`src/ppc_pkg.sv`:
```
// shared constants, types and helpers for the port pin configuration block
package ppc_pkg;

  localparam int unsigned addr_w = 12;
  localparam int unsigned idx_w = 10;

  // register indexes; the byte address is four times the index
  localparam logic [9:0] idx_addr_a_data = 10'h000;
  localparam logic [9:0] idx_addr_b_data = 10'h001;
  localparam logic [9:0] idx_addr_a_dir = 10'h002;
  localparam logic [9:0] idx_addr_b_dir = 10'h003;
  localparam logic [9:0] idx_mode_data = 10'h008;
  localparam logic [9:0] idx_mode_dir = 10'h009;
  localparam logic [9:0] idx_pull = 10'h00c;
  localparam logic [9:0] idx_drive = 10'h00d;
  localparam logic [9:0] idx_pulse_dir = 10'h057;
  localparam logic [9:0] idx_timer_dir = 10'h0af;
  localparam logic [9:0] idx_serial_dir = 10'h0d7;
  localparam logic [9:0] idx_interic_dir = 10'h0e7;
  localparam logic [9:0] idx_page_dir = 10'h0fd;
  localparam logic [9:0] idx_periph_pd = 10'h100;

  // bit positions in the pull and drive control registers
  localparam int unsigned bit_addr_a = 0;
  localparam int unsigned bit_addr_b = 1;
  localparam int unsigned bit_mode = 4;
  localparam int unsigned bit_wake_h = 5;
  localparam int unsigned bit_wake_j = 6;
  localparam int unsigned bit_page = 7;

  // bit positions in the peripheral pull/drive register
  localparam int unsigned bit_pulse_pull = 0;
  localparam int unsigned bit_pulse_drive = 1;
  localparam int unsigned bit_serial_pull = 2;
  localparam int unsigned bit_serial_drive = 3;
  localparam int unsigned bit_timer_pull = 4;
  localparam int unsigned bit_timer_drive = 5;
  localparam int unsigned bit_interic_pull = 6;
  localparam int unsigned bit_interic_drive = 7;

  // writable bits and pin masks
  localparam logic [7:0] ctl_mask = 8'hf3;
  localparam logic [7:0] all_pins = 8'hff;
  localparam logic [7:0] mode_oe_mask = 8'hfc;
  localparam logic [7:0] mode_pull_mask = 8'h8f;
  localparam logic [7:0] page_mask = 8'h8f;
  localparam logic [7:0] pulse_mask = 8'h0f;
  localparam logic [7:0] interic_mask = 8'hc0;

  // reset values and fixed pin control values
  localparam logic [7:0] dir_reset = 8'h00;
  localparam logic [7:0] data_reset = 8'h00;
  localparam logic [7:0] pull_reset = 8'h10;
  localparam logic [7:0] drive_reset = 8'h00;
  localparam logic [7:0] periph_pd_reset = 8'h04;
  localparam logic [2:0] can_pull_on = 3'h7;
  localparam logic [15:0] analog_ctl_off = 16'h0000;

  typedef enum logic [1:0] {
    drv_open = 2'b00,
    drv_locked = 2'b01
  } ppc_drv_state_type;

  typedef enum logic [3:0] {
    sel_none, sel_a_data, sel_b_data, sel_a_dir, sel_b_dir, sel_mode_data, sel_mode_dir,
    sel_pull, sel_drive, sel_pulse_dir, sel_timer_dir, sel_serial_dir, sel_interic_dir,
    sel_page_dir, sel_periph_pd
  } ppc_sel_type;

  typedef struct packed {
    logic psel;
    logic penable;
    logic pwrite;
    logic [11:0] paddr;
    logic [31:0] pwdata;
  } ppc_apb_req_type;

  typedef struct packed {
    logic [7:0] out;
    logic [7:0] oe;
    logic [7:0] pull;
    logic [7:0] low_drive;
  } ppc_pin_ctl_type;

  typedef struct packed {
    logic [7:0] en;
    logic [7:0] out;
    logic [7:0] oe;
  } ppc_periph_type;

  typedef struct packed {
    logic [7:0] page;
    logic [7:0] pulse;
    logic [7:0] serial;
    logic [7:0] timer;
    logic [7:0] interic;
  } ppc_gpio_data_type;

  typedef struct packed {
    logic [7:0] addr_a;
    logic [7:0] addr_b;
    logic [7:0] mode;
  } ppc_pin_in_type;

  typedef struct packed {
    logic [2:0] tx_out;
    logic [2:0] tx_oe;
    logic [2:0] rx_pull;
  } ppc_can_pin_type;

  // register address decode; bus modes drop the address/data port registers
  function automatic ppc_sel_type ppc_decode(input logic [9:0] idx, input logic bus_mode);
    ppc_sel_type sel;
    sel = sel_none;
    case (idx)
      idx_addr_a_data: sel = bus_mode ? sel_none : sel_a_data;
      idx_addr_b_data: sel = bus_mode ? sel_none : sel_b_data;
      idx_addr_a_dir: sel = bus_mode ? sel_none : sel_a_dir;
      idx_addr_b_dir: sel = bus_mode ? sel_none : sel_b_dir;
      idx_mode_data: sel = sel_mode_data;
      idx_mode_dir: sel = sel_mode_dir;
      idx_pull: sel = sel_pull;
      idx_drive: sel = sel_drive;
      idx_pulse_dir: sel = sel_pulse_dir;
      idx_timer_dir: sel = sel_timer_dir;
      idx_serial_dir: sel = sel_serial_dir;
      idx_interic_dir: sel = sel_interic_dir;
      idx_page_dir: sel = sel_page_dir;
      idx_periph_pd: sel = sel_periph_pd;
      default: sel = sel_none;
    endcase
    return sel;
  endfunction

  // outputs read back their latch, inputs read the pin
  function automatic logic [7:0] ppc_port_read(input logic [7:0] latch, input logic [7:0] dir,
                                               input logic [7:0] pin);
    return (latch & dir) | (pin & ~dir);
  endfunction

endpackage

```
`src/ppc_apb_slave.sv`:
```
// apb slave front end: strobes, ready and error answer
`timescale 1ns/1ps
module ppc_apb_slave
  import ppc_pkg::*;
(
  input wire ppc_apb_req_type i_apb,
  input wire logic i_hit,
  output logic [9:0] o_index,
  output logic o_wr,
  output logic o_rd_setup,
  output logic o_pready,
  output logic o_pslverr
);

  assign o_index = i_apb.paddr[11:2];
  // read data is captured in the setup cycle so the access phase needs no wait
  assign o_rd_setup = i_apb.psel & ~i_apb.penable & ~i_apb.pwrite;
  assign o_wr = i_apb.psel & i_apb.penable & i_apb.pwrite & i_hit;
  assign o_pready = i_apb.psel & i_apb.penable;
  assign o_pslverr = i_apb.psel & i_apb.penable & ~i_hit;

endmodule

```
`src/ppc_pin_mux.sv`:
```
// one 8-pin port: peripheral takeover, direction, pull and drive shaping
`timescale 1ns/1ps
module ppc_pin_mux
  import ppc_pkg::*;
(
  input wire logic [7:0] i_dir,
  input wire logic [7:0] i_data,
  input wire ppc_periph_type i_periph,
  input wire logic i_pull_en,
  input wire logic i_low_drive,
  input wire logic [7:0] i_oe_mask,
  input wire logic [7:0] i_pull_mask,
  input wire logic [7:0] i_drive_mask,
  output ppc_pin_ctl_type o_pin
);

  logic [7:0] oe;

  assign oe = i_oe_mask & ((i_periph.en & i_periph.oe) | (~i_periph.en & i_dir));
  assign o_pin.out = (i_periph.en & i_periph.out) | (~i_periph.en & i_data);
  assign o_pin.oe = oe;
  // pull only on pins that are inputs now
  assign o_pin.pull = i_pull_mask & ~oe & {8{i_pull_en}};
  assign o_pin.low_drive = i_drive_mask & {8{i_low_drive}};

endmodule

```
`src/ppc_port_config.sv`:
```
// port pin configuration: register file, pin muxing, pull and drive controls
`timescale 1ns/1ps
module ppc_port_config
  import ppc_pkg::*;
(
  input wire logic i_clock,
  input wire logic i_rstn,
  input wire ppc_apb_req_type i_apb,
  output logic [31:0] o_prdata,
  output logic o_pready,
  output logic o_pslverr,
  input wire logic i_expanded,
  input wire logic i_peripheral,
  input wire ppc_pin_in_type i_pin_in,
  input wire ppc_gpio_data_type i_gpio_data,
  input wire ppc_periph_type i_bus_a,
  input wire ppc_periph_type i_bus_b,
  input wire ppc_periph_type i_bus_mode_port,
  input wire ppc_periph_type i_page_emul,
  input wire ppc_periph_type i_pwm,
  input wire ppc_periph_type i_serial,
  input wire ppc_periph_type i_timer,
  input wire ppc_periph_type i_interic,
  input wire logic [2:0] i_can_tx,
  output ppc_pin_ctl_type o_pin_addr_a,
  output ppc_pin_ctl_type o_pin_addr_b,
  output ppc_pin_ctl_type o_pin_mode,
  output ppc_pin_ctl_type o_pin_page,
  output ppc_pin_ctl_type o_pin_pulse,
  output ppc_pin_ctl_type o_pin_serial,
  output ppc_pin_ctl_type o_pin_timer,
  output ppc_pin_ctl_type o_pin_interic,
  output ppc_can_pin_type o_can,
  output logic [1:0] o_wake_pull,
  output logic [1:0] o_wake_low_drive,
  output logic [15:0] o_analog_ctl
);

  typedef struct packed {
    logic [7:0] addr_a_data;
    logic [7:0] addr_b_data;
    logic [7:0] addr_a_dir;
    logic [7:0] addr_b_dir;
    logic [7:0] mode_data;
    logic [7:0] mode_dir;
    logic [7:0] pull;
    logic [7:0] drive;
    logic [7:0] pulse_dir;
    logic [7:0] timer_dir;
    logic [7:0] serial_dir;
    logic [7:0] interic_dir;
    logic [7:0] page_dir;
    logic [7:0] periph_pd;
    ppc_drv_state_type drive_state;
    logic [31:0] rdata;
  } ppc_state_type;

  ppc_state_type state;
  ppc_state_type next_state;
  logic bus_mode;
  logic [9:0] index;
  ppc_sel_type sel;
  logic hit;
  logic wr;
  logic rd_setup;
  logic [7:0] wdata;
  logic [7:0] rvalue;
  ppc_periph_type bus_a_take;
  ppc_periph_type bus_b_take;
  ppc_periph_type page_take;
  ppc_periph_type interic_take;
  ppc_periph_type pulse_take;

  assign bus_mode = i_expanded | i_peripheral;
  assign wdata = i_apb.pwdata[7:0];

  ppc_apb_slave u_apb (
    .i_apb(i_apb),
    .i_hit(hit),
    .o_index(index),
    .o_wr(wr),
    .o_rd_setup(rd_setup),
    .o_pready(o_pready),
    .o_pslverr(o_pslverr)
  );

  // removed registers decode as unmapped
  assign sel = ppc_decode(index, bus_mode);
  assign hit = (sel != sel_none);

  // read value of the selected register
  always_comb begin
    rvalue = 8'h00;
    case (sel)
      sel_a_data: begin
        rvalue = ppc_port_read(state.addr_a_data, state.addr_a_dir, i_pin_in.addr_a);
      end
      sel_b_data: begin
        rvalue = ppc_port_read(state.addr_b_data, state.addr_b_dir, i_pin_in.addr_b);
      end
      sel_a_dir: begin
        rvalue = state.addr_a_dir;
      end
      sel_b_dir: begin
        rvalue = state.addr_b_dir;
      end
      sel_mode_data: begin
        rvalue = ppc_port_read(state.mode_data, state.mode_dir, i_pin_in.mode);
      end
      sel_mode_dir: begin
        rvalue = state.mode_dir;
      end
      sel_pull: begin
        rvalue = state.pull;
      end
      sel_drive: begin
        rvalue = state.drive;
      end
      sel_pulse_dir: begin
        rvalue = state.pulse_dir;
      end
      sel_timer_dir: begin
        rvalue = state.timer_dir;
      end
      sel_serial_dir: begin
        rvalue = state.serial_dir;
      end
      sel_interic_dir: begin
        rvalue = state.interic_dir;
      end
      sel_page_dir: begin
        rvalue = state.page_dir;
      end
      sel_periph_pd: begin
        rvalue = state.periph_pd;
      end
      default: begin
        rvalue = 8'h00;
      end
    endcase
  end

  // register updates
  always_comb begin
    next_state = state;
    if (rd_setup) begin
      next_state.rdata = {24'h000000, rvalue};
    end
    if (wr) begin
      case (sel)
        sel_a_data: begin
          next_state.addr_a_data = wdata;
        end
        sel_b_data: begin
          next_state.addr_b_data = wdata;
        end
        sel_a_dir: begin
          next_state.addr_a_dir = wdata;
        end
        sel_b_dir: begin
          next_state.addr_b_dir = wdata;
        end
        sel_mode_data: begin
          next_state.mode_data = wdata;
        end
        sel_mode_dir: begin
          next_state.mode_dir = wdata & mode_oe_mask;
        end
        sel_pull: begin
          next_state.pull = wdata & ctl_mask;
        end
        sel_drive: begin
          case (state.drive_state)
            drv_open: begin
              next_state.drive = wdata & ctl_mask;
              next_state.drive_state = drv_locked;
            end
            default: begin
              next_state.drive = state.drive;
            end
          endcase
        end
        sel_pulse_dir: begin
          next_state.pulse_dir = wdata & pulse_mask;
        end
        sel_timer_dir: begin
          next_state.timer_dir = wdata;
        end
        sel_serial_dir: begin
          next_state.serial_dir = wdata;
        end
        sel_interic_dir: begin
          next_state.interic_dir = wdata & interic_mask;
        end
        sel_page_dir: begin
          next_state.page_dir = wdata & page_mask;
        end
        sel_periph_pd: begin
          next_state.periph_pd = wdata;
        end
        default: begin
          next_state.rdata = state.rdata;
        end
      endcase
    end
  end

  always_ff @(posedge i_clock or negedge i_rstn) begin
    if (!i_rstn) begin
      state.addr_a_data <= data_reset;
      state.addr_b_data <= data_reset;
      state.addr_a_dir <= dir_reset;
      state.addr_b_dir <= dir_reset;
      state.mode_data <= data_reset;
      state.mode_dir <= dir_reset;
      state.pull <= pull_reset;
      state.drive <= drive_reset;
      state.pulse_dir <= dir_reset;
      state.timer_dir <= dir_reset;
      state.serial_dir <= dir_reset;
      state.interic_dir <= dir_reset;
      state.page_dir <= dir_reset;
      state.periph_pd <= periph_pd_reset;
      state.drive_state <= drv_open;
      state.rdata <= 32'h00000000;
    end else begin
      state <= next_state;
    end
  end

  assign o_prdata = state.rdata;

  // bus modes hand the address/data and page pins to the bus
  assign bus_a_take.en = {8{bus_mode}};
  assign bus_a_take.out = i_bus_a.out;
  assign bus_a_take.oe = i_bus_a.oe;
  assign bus_b_take.en = {8{bus_mode}};
  assign bus_b_take.out = i_bus_b.out;
  assign bus_b_take.oe = i_bus_b.oe;
  assign page_take.en = {8{bus_mode}};
  assign page_take.out = i_page_emul.out;
  assign page_take.oe = i_page_emul.oe;
  assign interic_take.en = i_interic.en & interic_mask;
  assign interic_take.out = i_interic.out;
  assign interic_take.oe = i_interic.oe;
  assign pulse_take.en = i_pwm.en & pulse_mask;
  assign pulse_take.out = i_pwm.out;
  assign pulse_take.oe = i_pwm.oe;

  ppc_pin_mux u_addr_a (
    .i_dir(state.addr_a_dir),
    .i_data(state.addr_a_data),
    .i_periph(bus_a_take),
    .i_pull_en(state.pull[bit_addr_a]),
    .i_low_drive(state.drive[bit_addr_a]),
    .i_oe_mask(all_pins),
    .i_pull_mask(all_pins),
    .i_drive_mask(all_pins),
    .o_pin(o_pin_addr_a)
  );

  ppc_pin_mux u_addr_b (
    .i_dir(state.addr_b_dir),
    .i_data(state.addr_b_data),
    .i_periph(bus_b_take),
    .i_pull_en(state.pull[bit_addr_b]),
    .i_low_drive(state.drive[bit_addr_b]),
    .i_oe_mask(all_pins),
    .i_pull_mask(all_pins),
    .i_drive_mask(all_pins),
    .o_pin(o_pin_addr_b)
  );

  // bits 1:0 never drive, bits 6:4 have no pull
  ppc_pin_mux u_mode (
    .i_dir(state.mode_dir),
    .i_data(state.mode_data),
    .i_periph(i_bus_mode_port),
    .i_pull_en(state.pull[bit_mode]),
    .i_low_drive(state.drive[bit_mode]),
    .i_oe_mask(mode_oe_mask),
    .i_pull_mask(mode_pull_mask),
    .i_drive_mask(mode_oe_mask),
    .o_pin(o_pin_mode)
  );

  ppc_pin_mux u_page (
    .i_dir(state.page_dir),
    .i_data(i_gpio_data.page),
    .i_periph(page_take),
    .i_pull_en(state.pull[bit_page]),
    .i_low_drive(state.drive[bit_page]),
    .i_oe_mask(page_mask),
    .i_pull_mask(page_mask),
    .i_drive_mask(page_mask),
    .o_pin(o_pin_page)
  );

  ppc_pin_mux u_pulse (
    .i_dir(state.pulse_dir),
    .i_data(i_gpio_data.pulse),
    .i_periph(pulse_take),
    .i_pull_en(state.periph_pd[bit_pulse_pull]),
    .i_low_drive(state.periph_pd[bit_pulse_drive]),
    .i_oe_mask(pulse_mask),
    .i_pull_mask(pulse_mask),
    .i_drive_mask(pulse_mask),
    .o_pin(o_pin_pulse)
  );

  ppc_pin_mux u_serial (
    .i_dir(state.serial_dir),
    .i_data(i_gpio_data.serial),
    .i_periph(i_serial),
    .i_pull_en(state.periph_pd[bit_serial_pull]),
    .i_low_drive(state.periph_pd[bit_serial_drive]),
    .i_oe_mask(all_pins),
    .i_pull_mask(all_pins),
    .i_drive_mask(all_pins),
    .o_pin(o_pin_serial)
  );

  ppc_pin_mux u_timer (
    .i_dir(state.timer_dir),
    .i_data(i_gpio_data.timer),
    .i_periph(i_timer),
    .i_pull_en(state.periph_pd[bit_timer_pull]),
    .i_low_drive(state.periph_pd[bit_timer_drive]),
    .i_oe_mask(all_pins),
    .i_pull_mask(all_pins),
    .i_drive_mask(all_pins),
    .o_pin(o_pin_timer)
  );

  ppc_pin_mux u_interic (
    .i_dir(state.interic_dir),
    .i_data(i_gpio_data.interic),
    .i_periph(interic_take),
    .i_pull_en(state.periph_pd[bit_interic_pull]),
    .i_low_drive(state.periph_pd[bit_interic_drive]),
    .i_oe_mask(interic_mask),
    .i_pull_mask(interic_mask),
    .i_drive_mask(interic_mask),
    .o_pin(o_pin_interic)
  );

  // network pins belong to their modules only
  assign o_can.tx_out = i_can_tx;
  assign o_can.tx_oe = can_pull_on;
  assign o_can.rx_pull = can_pull_on;

  // key-wakeup ports keep their data logic elsewhere
  assign o_wake_pull = {state.pull[bit_wake_j], state.pull[bit_wake_h]};
  assign o_wake_low_drive = {state.drive[bit_wake_j], state.drive[bit_wake_h]};

  // analog pins: never driven, no load, no drive select
  assign o_analog_ctl = analog_ctl_off;

endmodule

```
`config.mk`:
```
export PLATFORM = sky130hd
export DESIGN_NAME = ppc_port_config
export DESIGN_NICKNAME = d
export VERILOG_FILES = /design/src/ppc_pkg.sv /design/src/ppc_apb_slave.sv /design/src/ppc_pin_mux.sv /design/src/ppc_port_config.sv
export SDC_FILE = /design/constraint.sdc
export NUM_CORES = 1
export LEC_CHECK = 0
export ABC_CLOCK_PERIOD_IN_PS = 4570
export BUFFER_PORTS_ARGS = -buffer_cell sky130_fd_sc_hd__buf_2
export CORE_AREA = 2 2 246 248
export DETAILED_ROUTE_END_ITERATION = 7
export DIE_AREA = 0 0 248 250
export PLACE_DENSITY = 0.44
export SETUP_SLACK_MARGIN = 0.02
export SLEW_MARGIN = 20
export SYNTH_ARGS = -nofsm -noshare
export SYNTH_HDL_FRONTEND = slang
export SYNTH_SLANG_ARGS = --single-unit
```
`constraint.sdc`:
```
create_clock -name i_clock -period 4.57 [get_ports i_clock]
set_clock_uncertainty 0.05 [all_clocks]
set_input_delay 0.6855 -clock i_clock [delete_from_list [all_inputs] [get_ports i_clock]]
set_output_delay 0.6855 -clock i_clock [all_outputs]
set_load 0.03 [all_outputs]
```
==> key figures, run 1 <==
Synth
  – Synthesis-stage register bit count: 102
  – Synth Instances: 863
  – Ranking of synthesized cells by area: dfrtp_1 32%, mux2_2 20%, buf_4 16%, nand2_1 6.9%, nor2_1 3.7%
  – Avg Inst Size Synth: ~9.2 µm²
  – Synth cell types: 70
  – Post-synth top area cell: dfrtp_1
  – Yosys warnings: 0
  – Top cell type's share of synthesized area: about a third
  – Register area share after synthesis: between 30 and 40%
  – Synthesized area: between 7000 and 8000 µm²
  – Ys async rst share: 100%
  – Main synth FF type: dfrtp_1
  – EDFF count, synth: 0

Critical path
  – CP Max Fanout: 46
  – Reg-to-reg endpoint: o_prdata[4]
  – Worst path cell trace: buf_2 -> or2_2 -> o21ai_0 -> buf_2
  – Critical Path RT: between 3 and 4 ns
  – Worst path slowest cell: or2_2
  – CP endpoint kind: output pin
  – Worst setup path category: input port to output pin
  – Worst setup SP type: input port
  – Worst path max stage delay: 0.63 ns
  – Worst EP arrival: between 2 and 2.5 ns
  – FF-to-FF Start: state[102]
  – FF-to-FF setup slack: around 2.5 ns
  – R2r worst-path depth: 5
  – Crit path top cell by count: buf_2

Clocking
  – Worst-Skew Late Latency: about 0.37 ns
  – CTS tree: yes
  – Clk root buf: clkbuf_16
  – CTS Hold Bufs: 0
  – Post-cts resize count: 0
  – H-tree depth: 3
  – Clk slew on worst S/H paths: 0.08 ns
  – Number of buffers created by CTS: 9
  – Clk sinks: around 100
  – Setup Buffers After CTS: 0
  – Max clock buf depth: 2

Floorplan
  – Io pins: 629
  – Row count: 90
  – Die span in x: around 250 µm
  – Initial Util: a little over an eighth
  – Die area: slightly above 60000 µm²
  – Die Ht: 250 µm
  – Core Region: just under 60000 µm²

STA
  – RSZ-0062 raised after global routing: false
  – Max frequency: roughly 320 MHz
  – Final critical-path required period: 3.15 ns
  – Final Setup Violations: 0
  – Final period util: between 60 and 70%
  – Final Max Tran Viols: 0
  – Slew HR: between 30% and 40%
  – Final setup margin: between 1 and 1.5 ns
  – Fin Setup TNS: 0 ns
  – Worst Tran Pin Value: around 0.91 ns
  – Endpoints failing hold: 0

Detailed routing
  – Via count of the routed design: about 7300
  – Drt via density: about 3.7
  – 1st-iter DRT viols: a little over 400
  – Detailed Route WL: 39400 µm
  – DRC Markers: 0
  – DR pass1 iterations: 4
  – Wirelength per Cell: 19.9 µm
  – Post-route ant nets: 0

Placement
  – PortBufs: ~430
  – Placer Congestion: 0.800
  – Cell area after placement: around 10000 µm²
  – Pre-CTS WS: roughly 1.4 ns
  – HPWL after DPL: 33100 µm

Cells and area
  – Layout cells sized above 1: a little over half
  – Layout Utilization: between 15 and 20%
  – Fin nets: between 1000 and 1500
  – Area Overhead vs Synth: 30.0%
  – Fin area: a little over 10000 µm²

Global route
  – Initial antenna violation count: 24
  – Largest net degree at the start of global routing: 76
  – Number of global-route vias before repair: slightly below 7000
  – Gr ovfl total: 0
  – All-Layer GR Usage: about an eighth
  – First-pass GRT wire length: 52100 µm

Worst hold path
  – Worst min path class: input port to asynchronous set/reset pin

Power and ir drop
  – PD cells: between 200 and 250 nW/µm²
  – Clock power frac: between 30% and 40%
  – Sw Pwr: 0.000888 W
  – Sequential Power Share: about two fifths
  – Max VDD drop: about 160 µV
  – P_int: 0.00148 W
  – Leak: 5.51 nW
  – Switching Share: a little under two fifths
  – Overall Power: about 0.0024 W
  – Comb pwr share: between 20% and 30%

Status
  – Status: finished clean

Job
  – Max Cap Viol: 0
==> kinds of logic (layout without fill, tap and decap cells) <==
family          Yosys count  in the layout  synth area share (%)
simple gates            297            297                  18.8
other cells               2             98                0.0947
flops                   102            102                  32.2
mux                     162            162                  23.2
buf+inv                 221            462                  18.7
compound gates           79             79                  7.00
==> worst max path at each step <==
stage,end,start,cells past startpoint
global placement,o_pin_addr_b[8],i_expanded,5
detailed placement,o_pin_addr_b[8],i_expanded,5
global route,o_pin_addr_b[8],i_expanded,5
finish,o_pin_addr_b[16],i_peripheral,4
CTS,o_pin_addr_b[8],i_expanded,5
floorplan,o_pin_addr_b[8],i_peripheral,4
==> metal layers <==
metal / track usage, % / routed length (µm)
met1: 15.7 / 17000
met2: 20.0 / 18700
met3: 3.29 / 2900
met4: 2.33 / 618
met5: 0 / 178
==> power groups by stage <==
stage / Combinational, W / Sequential (W) / Clock [W]
CTS: 0.000668 / 0.000924 / 0.000805
global route: 0.000711 / 0.000925 / 0.000848
global placement: 0.000663 / 0.000941 / 0
finish: 0.000662 / 0.000923 / 0.000786
detailed placement: 0.000666 / 0.000942 / 0
floorplan: 0.000506 / 0.000938 / 0
==> state kept, by name (all words and copies together), names as in the netlist <==
| signal | count |
|---|---|
| o_prdata | 8 |
| o_wake_low_drive | 2 |
| o_wake_pull | 2 |
| state | 90 |
==> metrics by stage <==
| stage | instances | hold WS, ns |
|---|---|---|
| finish | 1982 | 0.322 |
| global route | 1978 | 0.387 |
| CTS | 1976 | 0.474 |
| detailed placement | 1960 | 0.446 |
| global placement | 1960 | 0.443 |
| floorplan | 953 | 0.340 |
==> final cells by class <==
cell class	count	area, µm²
Antenna cell	6	15.0
Timing Repair Buffer	430	2170
Clock buffer	9	225
Tap cell	782	978
Clock inverter	7	67.6
Fill cell	6712	49300
Multi-Input combinational cell	630	4240
Inverter	16	60.1
Sequential cell	102	2550
==> cells in the mapped netlist (all sizes together) (4+ instances only) <==
cell type    n
a31oi        7
o21ai       14
a2111oi      7
mux2i       10
nor2b        5
clkbuf      24
a21oi       14
nand3        9
nor4         7
nand2      147
a211oi       8
nand3b       4
nor3         8
and2         5
buf        181
a221oi       7
dfrtp      100
nand4        6
inv         15
mux2       152
nor2        81
==> layout by cell type (no fill, tap or decap), drive strengths merged, types with 3 or more instances in the layout <==
master,count
buf,430
mux2,152
nand2,147
dfrtp,100
conb,92
nor2,81
inv,18
o21ai,14
a21oi,14
mux2i,10
clkbuf,9
nand3,9
a211oi,8
nor3,8
a221oi,7
a31oi,7
a2111oi,7
nor4,7
diode,6
nand4,6
nor2b,5
and2,5
nand3b,4
or2,3
and3,3
o21a,3
a32oi,3
or3b,3
clkinv,3
==> worst max-delay path, delay by kind of cell <==
kind / cells / cell delay [ns]
AND/OR/NAND/NOR: 1 / 0.63
AO/OA/AOI/OAI: 1 / 0.63
buffers and inverters: 2 / 0.44
Power figures use the tool's default switching activity.
==> inputs of run 2 (changes only) <==
--- a/config.mk
+++ b/config.mk
@@ -5,11 +5,11 @@
 export SDC_FILE = /design/constraint.sdc
 export NUM_CORES = 1
 export LEC_CHECK = 0
-export ABC_CLOCK_PERIOD_IN_PS = 4570
+export ABC_CLOCK_PERIOD_IN_PS = 2910
 export BUFFER_PORTS_ARGS = -buffer_cell sky130_fd_sc_hd__buf_2
-export CORE_AREA = 2 2 246 248
+export CORE_AREA = 2 2 247 249
 export DETAILED_ROUTE_END_ITERATION = 7
-export DIE_AREA = 0 0 248 250
+export DIE_AREA = 0 0 249 251
 export PLACE_DENSITY = 0.44
 export SETUP_SLACK_MARGIN = 0.02
 export SLEW_MARGIN = 20
==> constraint.sdc (replaced) <==
create_clock -name i_clock -period 2.91 [get_ports i_clock]
set_clock_uncertainty 0.05 [all_clocks]
set_input_delay 0.4365 -clock i_clock [delete_from_list [all_inputs] [get_ports i_clock]]
set_output_delay 0.4365 -clock i_clock [all_outputs]
set_load 0.03 [all_outputs]
==> run 2 against run 1 <==
Total power grew 61%. Hold slack worse by 0.25 ns. Clock power up 67%. Flip-flop and latch count unchanged. Global-route usage fell by 0.56 points. Sequential share of layout area down 0.44 points. Non-clock buffer count is 20 higher. Final area is 1.8% higher. Clock-buffer cell count unchanged. Critical endpoint is now o_pslverr. Largest cell class unchanged.
==> key figures, run 2 (same netlist as run 1, synthesis figures left out) <==
Floorplan
  – Die Ht: 251 µm (+0.40%)
  – Die span in x: 249 µm (+0.40%)
  – Row count: 90 (unchanged)
  – Io pins: 629 (unchanged)
  – Core Region: 59800 µm² (+0.38%)
  – Die area: 62500 µm² (+0.80%)
  – Initial Util: 13.3% (-0.050 points)

STA
  – Final period util: slightly above 80%
  – Final Max Tran Viols: 0 (unchanged)
  – Fin Setup TNS: 0 ns (unchanged)
  – Slew HR: 38.7% (-0.82 points)
  – Final Setup Violations: 0 (unchanged)
  – Final critical-path required period: ~2.4 ns
  – Max frequency: about 420 MHz
  – Final setup margin: 0.518 ns (-0.906 ns)
  – Fin Hold WS: 0.0712 ns (-0.251 ns)
  – Worst Tran Pin Value: 0.920 ns (+0.0123 ns)
  – Endpoints failing hold: 0 (unchanged)
  – RSZ-0062 raised after global routing: false

Detailed routing
  – 1st-iter DRT viols: 471 (+15%)
  – Via count of the routed design: 7430 (+2.0%)
  – Drt via density: 3.72 (+1.2%)
  – Wirelength per Cell: 18.9 µm (-4.9%)
  – Detailed Route WL: 37800 µm (-4.1%)
  – DRC Markers: 0 (unchanged)
  – DR pass1 iterations: 4 (unchanged)
  – Post-route ant nets: 0 (unchanged)

Global route
  – Number of global-route vias before repair: 7025 (+4.5%)
  – Met3 usage: 2.45% (-0.84 points)
  – Gr ovfl total: 0 (unchanged)
  – Largest net degree at the start of global routing: 60 (-21%)
  – All-Layer GR Usage: 11.5% (-0.56 points)
  – GR peak layer: met2
  – First-pass GRT wire length: 51800 µm (-0.54%)
  – Initial antenna violation count: 14 (-42%)
  – Met2 usage: 19.8% (-0.23 points)
  – Grt met1 use: 14.7% (-0.96 points)

Job
  – Max Cap Viol: 0 (unchanged)

Placement
  – Placer Congestion: 0.804 (+0.44%)
  – HPWL after DPL: 31500 µm (-4.9%)
  – Pre-CTS WS: 0.314 ns (-1.05 ns)
  – PortBufs: 425 (unchanged)

Clocking
  – CTS Hold Bufs: 0 (unchanged)
  – Worst-Skew Late Latency: 0.36 ns (about the same)
  – Max clock buf depth: 2 (unchanged)
  – CTS tree: yes
  – H-tree depth: 3 (unchanged)
  – Number of buffers created by CTS: 9 (unchanged)
  – Clk root buf: clkbuf_16
  – Post-cts resize count: 0 (unchanged)
  – Clk sinks: 102 (unchanged)
  – Clk slew on worst S/H paths: 0.07 ns (about the same)
  – Setup Buffers After CTS: 0 (unchanged)

Power and ir drop
  – Leak: 5.63 nW (+2.2%)
  – Max VDD drop: 219 µV (+34%)
  – PD cells: 364 nW/µm² (+58%)
  – Overall Power: 0.00382 W (+61%)

Critical path
  – CP Max Fanout: 12 (-74%)
  – R2r worst-path depth: 5 (unchanged)
  – Worst EP arrival: 1.91 ns (-0.50 ns)
  – FF-to-FF Start: state[102]
  – Worst setup path category: input port to output pin
  – CP endpoint kind: output pin
  – Crit path buffers/inverters: 2 (unchanged)
  – Worst path cell trace: buf_2 -> nor4_4 -> nand3_1 -> nand4_1 -> nor2_1 -> buf_2
  – CP delay by family, top: simple AND/OR/NAND/NOR gates
  – FF-to-FF setup slack: 0.78 ns (-1.76 ns)
  – Critical Path RT: 2.42 ns (-1.41 ns)
  – Worst path max stage delay: 0.49 ns (-0.14 ns)
  – Crit path top cell by count: buf_2
  – Worst setup SP type: input port
  – Reg-to-reg endpoint: o_prdata[4]
  – Worst path slowest cell: nor4_4

Cells and area
  – Sequential cell area: 2550 µm² (unchanged)
  – Layout Utilization: 17.6% (+0.24 points)
  – Fill cell count: 6763 (+0.76%)
  – Max FFs per register: 90 (unchanged)
  – Area of the multi-input gates: 4240 µm² (unchanged)
  – Most common cell after layout, fill and taps aside: buf_2
  – Largest Register: state
  – Area Overhead vs Synth: 32.3%
  – Fin nets: 1519 (+1.3%)
  – Commonest cells after routing, fill and taps aside: 424 x buf_2, 146 x nand2_1, 143 x mux2_2
  – Layout cells sized above 1: 53.1% (+0.79 points)

Worst hold path
  – Worst min path class: input port to asynchronous set/reset pin

Status
  – Status: finished clean
==> run 2: worst max-delay path by stage <==
stage	from	to	slack, ns	cells past startpoint
floorplan	i_peripheral	o_pin_addr_b[8]	0.43	4
global placement	i_apb[34]	o_prdata[4]	0.33	7
detailed placement	i_apb[34]	o_prdata[4]	0.31	7
CTS	i_expanded	o_pin_addr_b[8]	0.44	5
global route	i_expanded	o_pin_addr_b[8]	0.22	5
finish	i_apb[38]	o_pslverr	0.52	6
==> run 2: area by class of cell <==
| cell class | count | share of cell area (%) |
|---|---|---|
| Multi-Input combinational cell | 630 | 40.4 |
| Inverter | 16 | 0.572 |
| Clock buffer | 9 | 2.15 |
| Sequential cell | 102 | 24.3 |
| Tap cell | 782 | 9.32 |
| Clock inverter | 7 | 0.870 |
| Antenna cell | 2 | 0.0477 |
| Timing Repair Buffer | 450 | 22.3 |
==> run 2: power by group <==
group	internal [W]	switching [W]	total (W)
sequential	0.00144	0.0000145	0.00145
combinational	0.000303	0.000755	0.00106
clock	0.000690	0.000621	0.00131
==> run 2: layer usage <==
layer	vias up	part of all wire, %
li1	3406	-
met1	3640	43
met2	320	49
met3	48	6.0
met4	16	2.0
met5	-	0.27
==> run 2: metrics by stage <==
stage               cells  instance area, µm²
floorplan             953                8270
global placement     1980               10200
detailed placement   1980               10200
CTS                  1996               10500
global route         1996               10500
finish               1998               10500
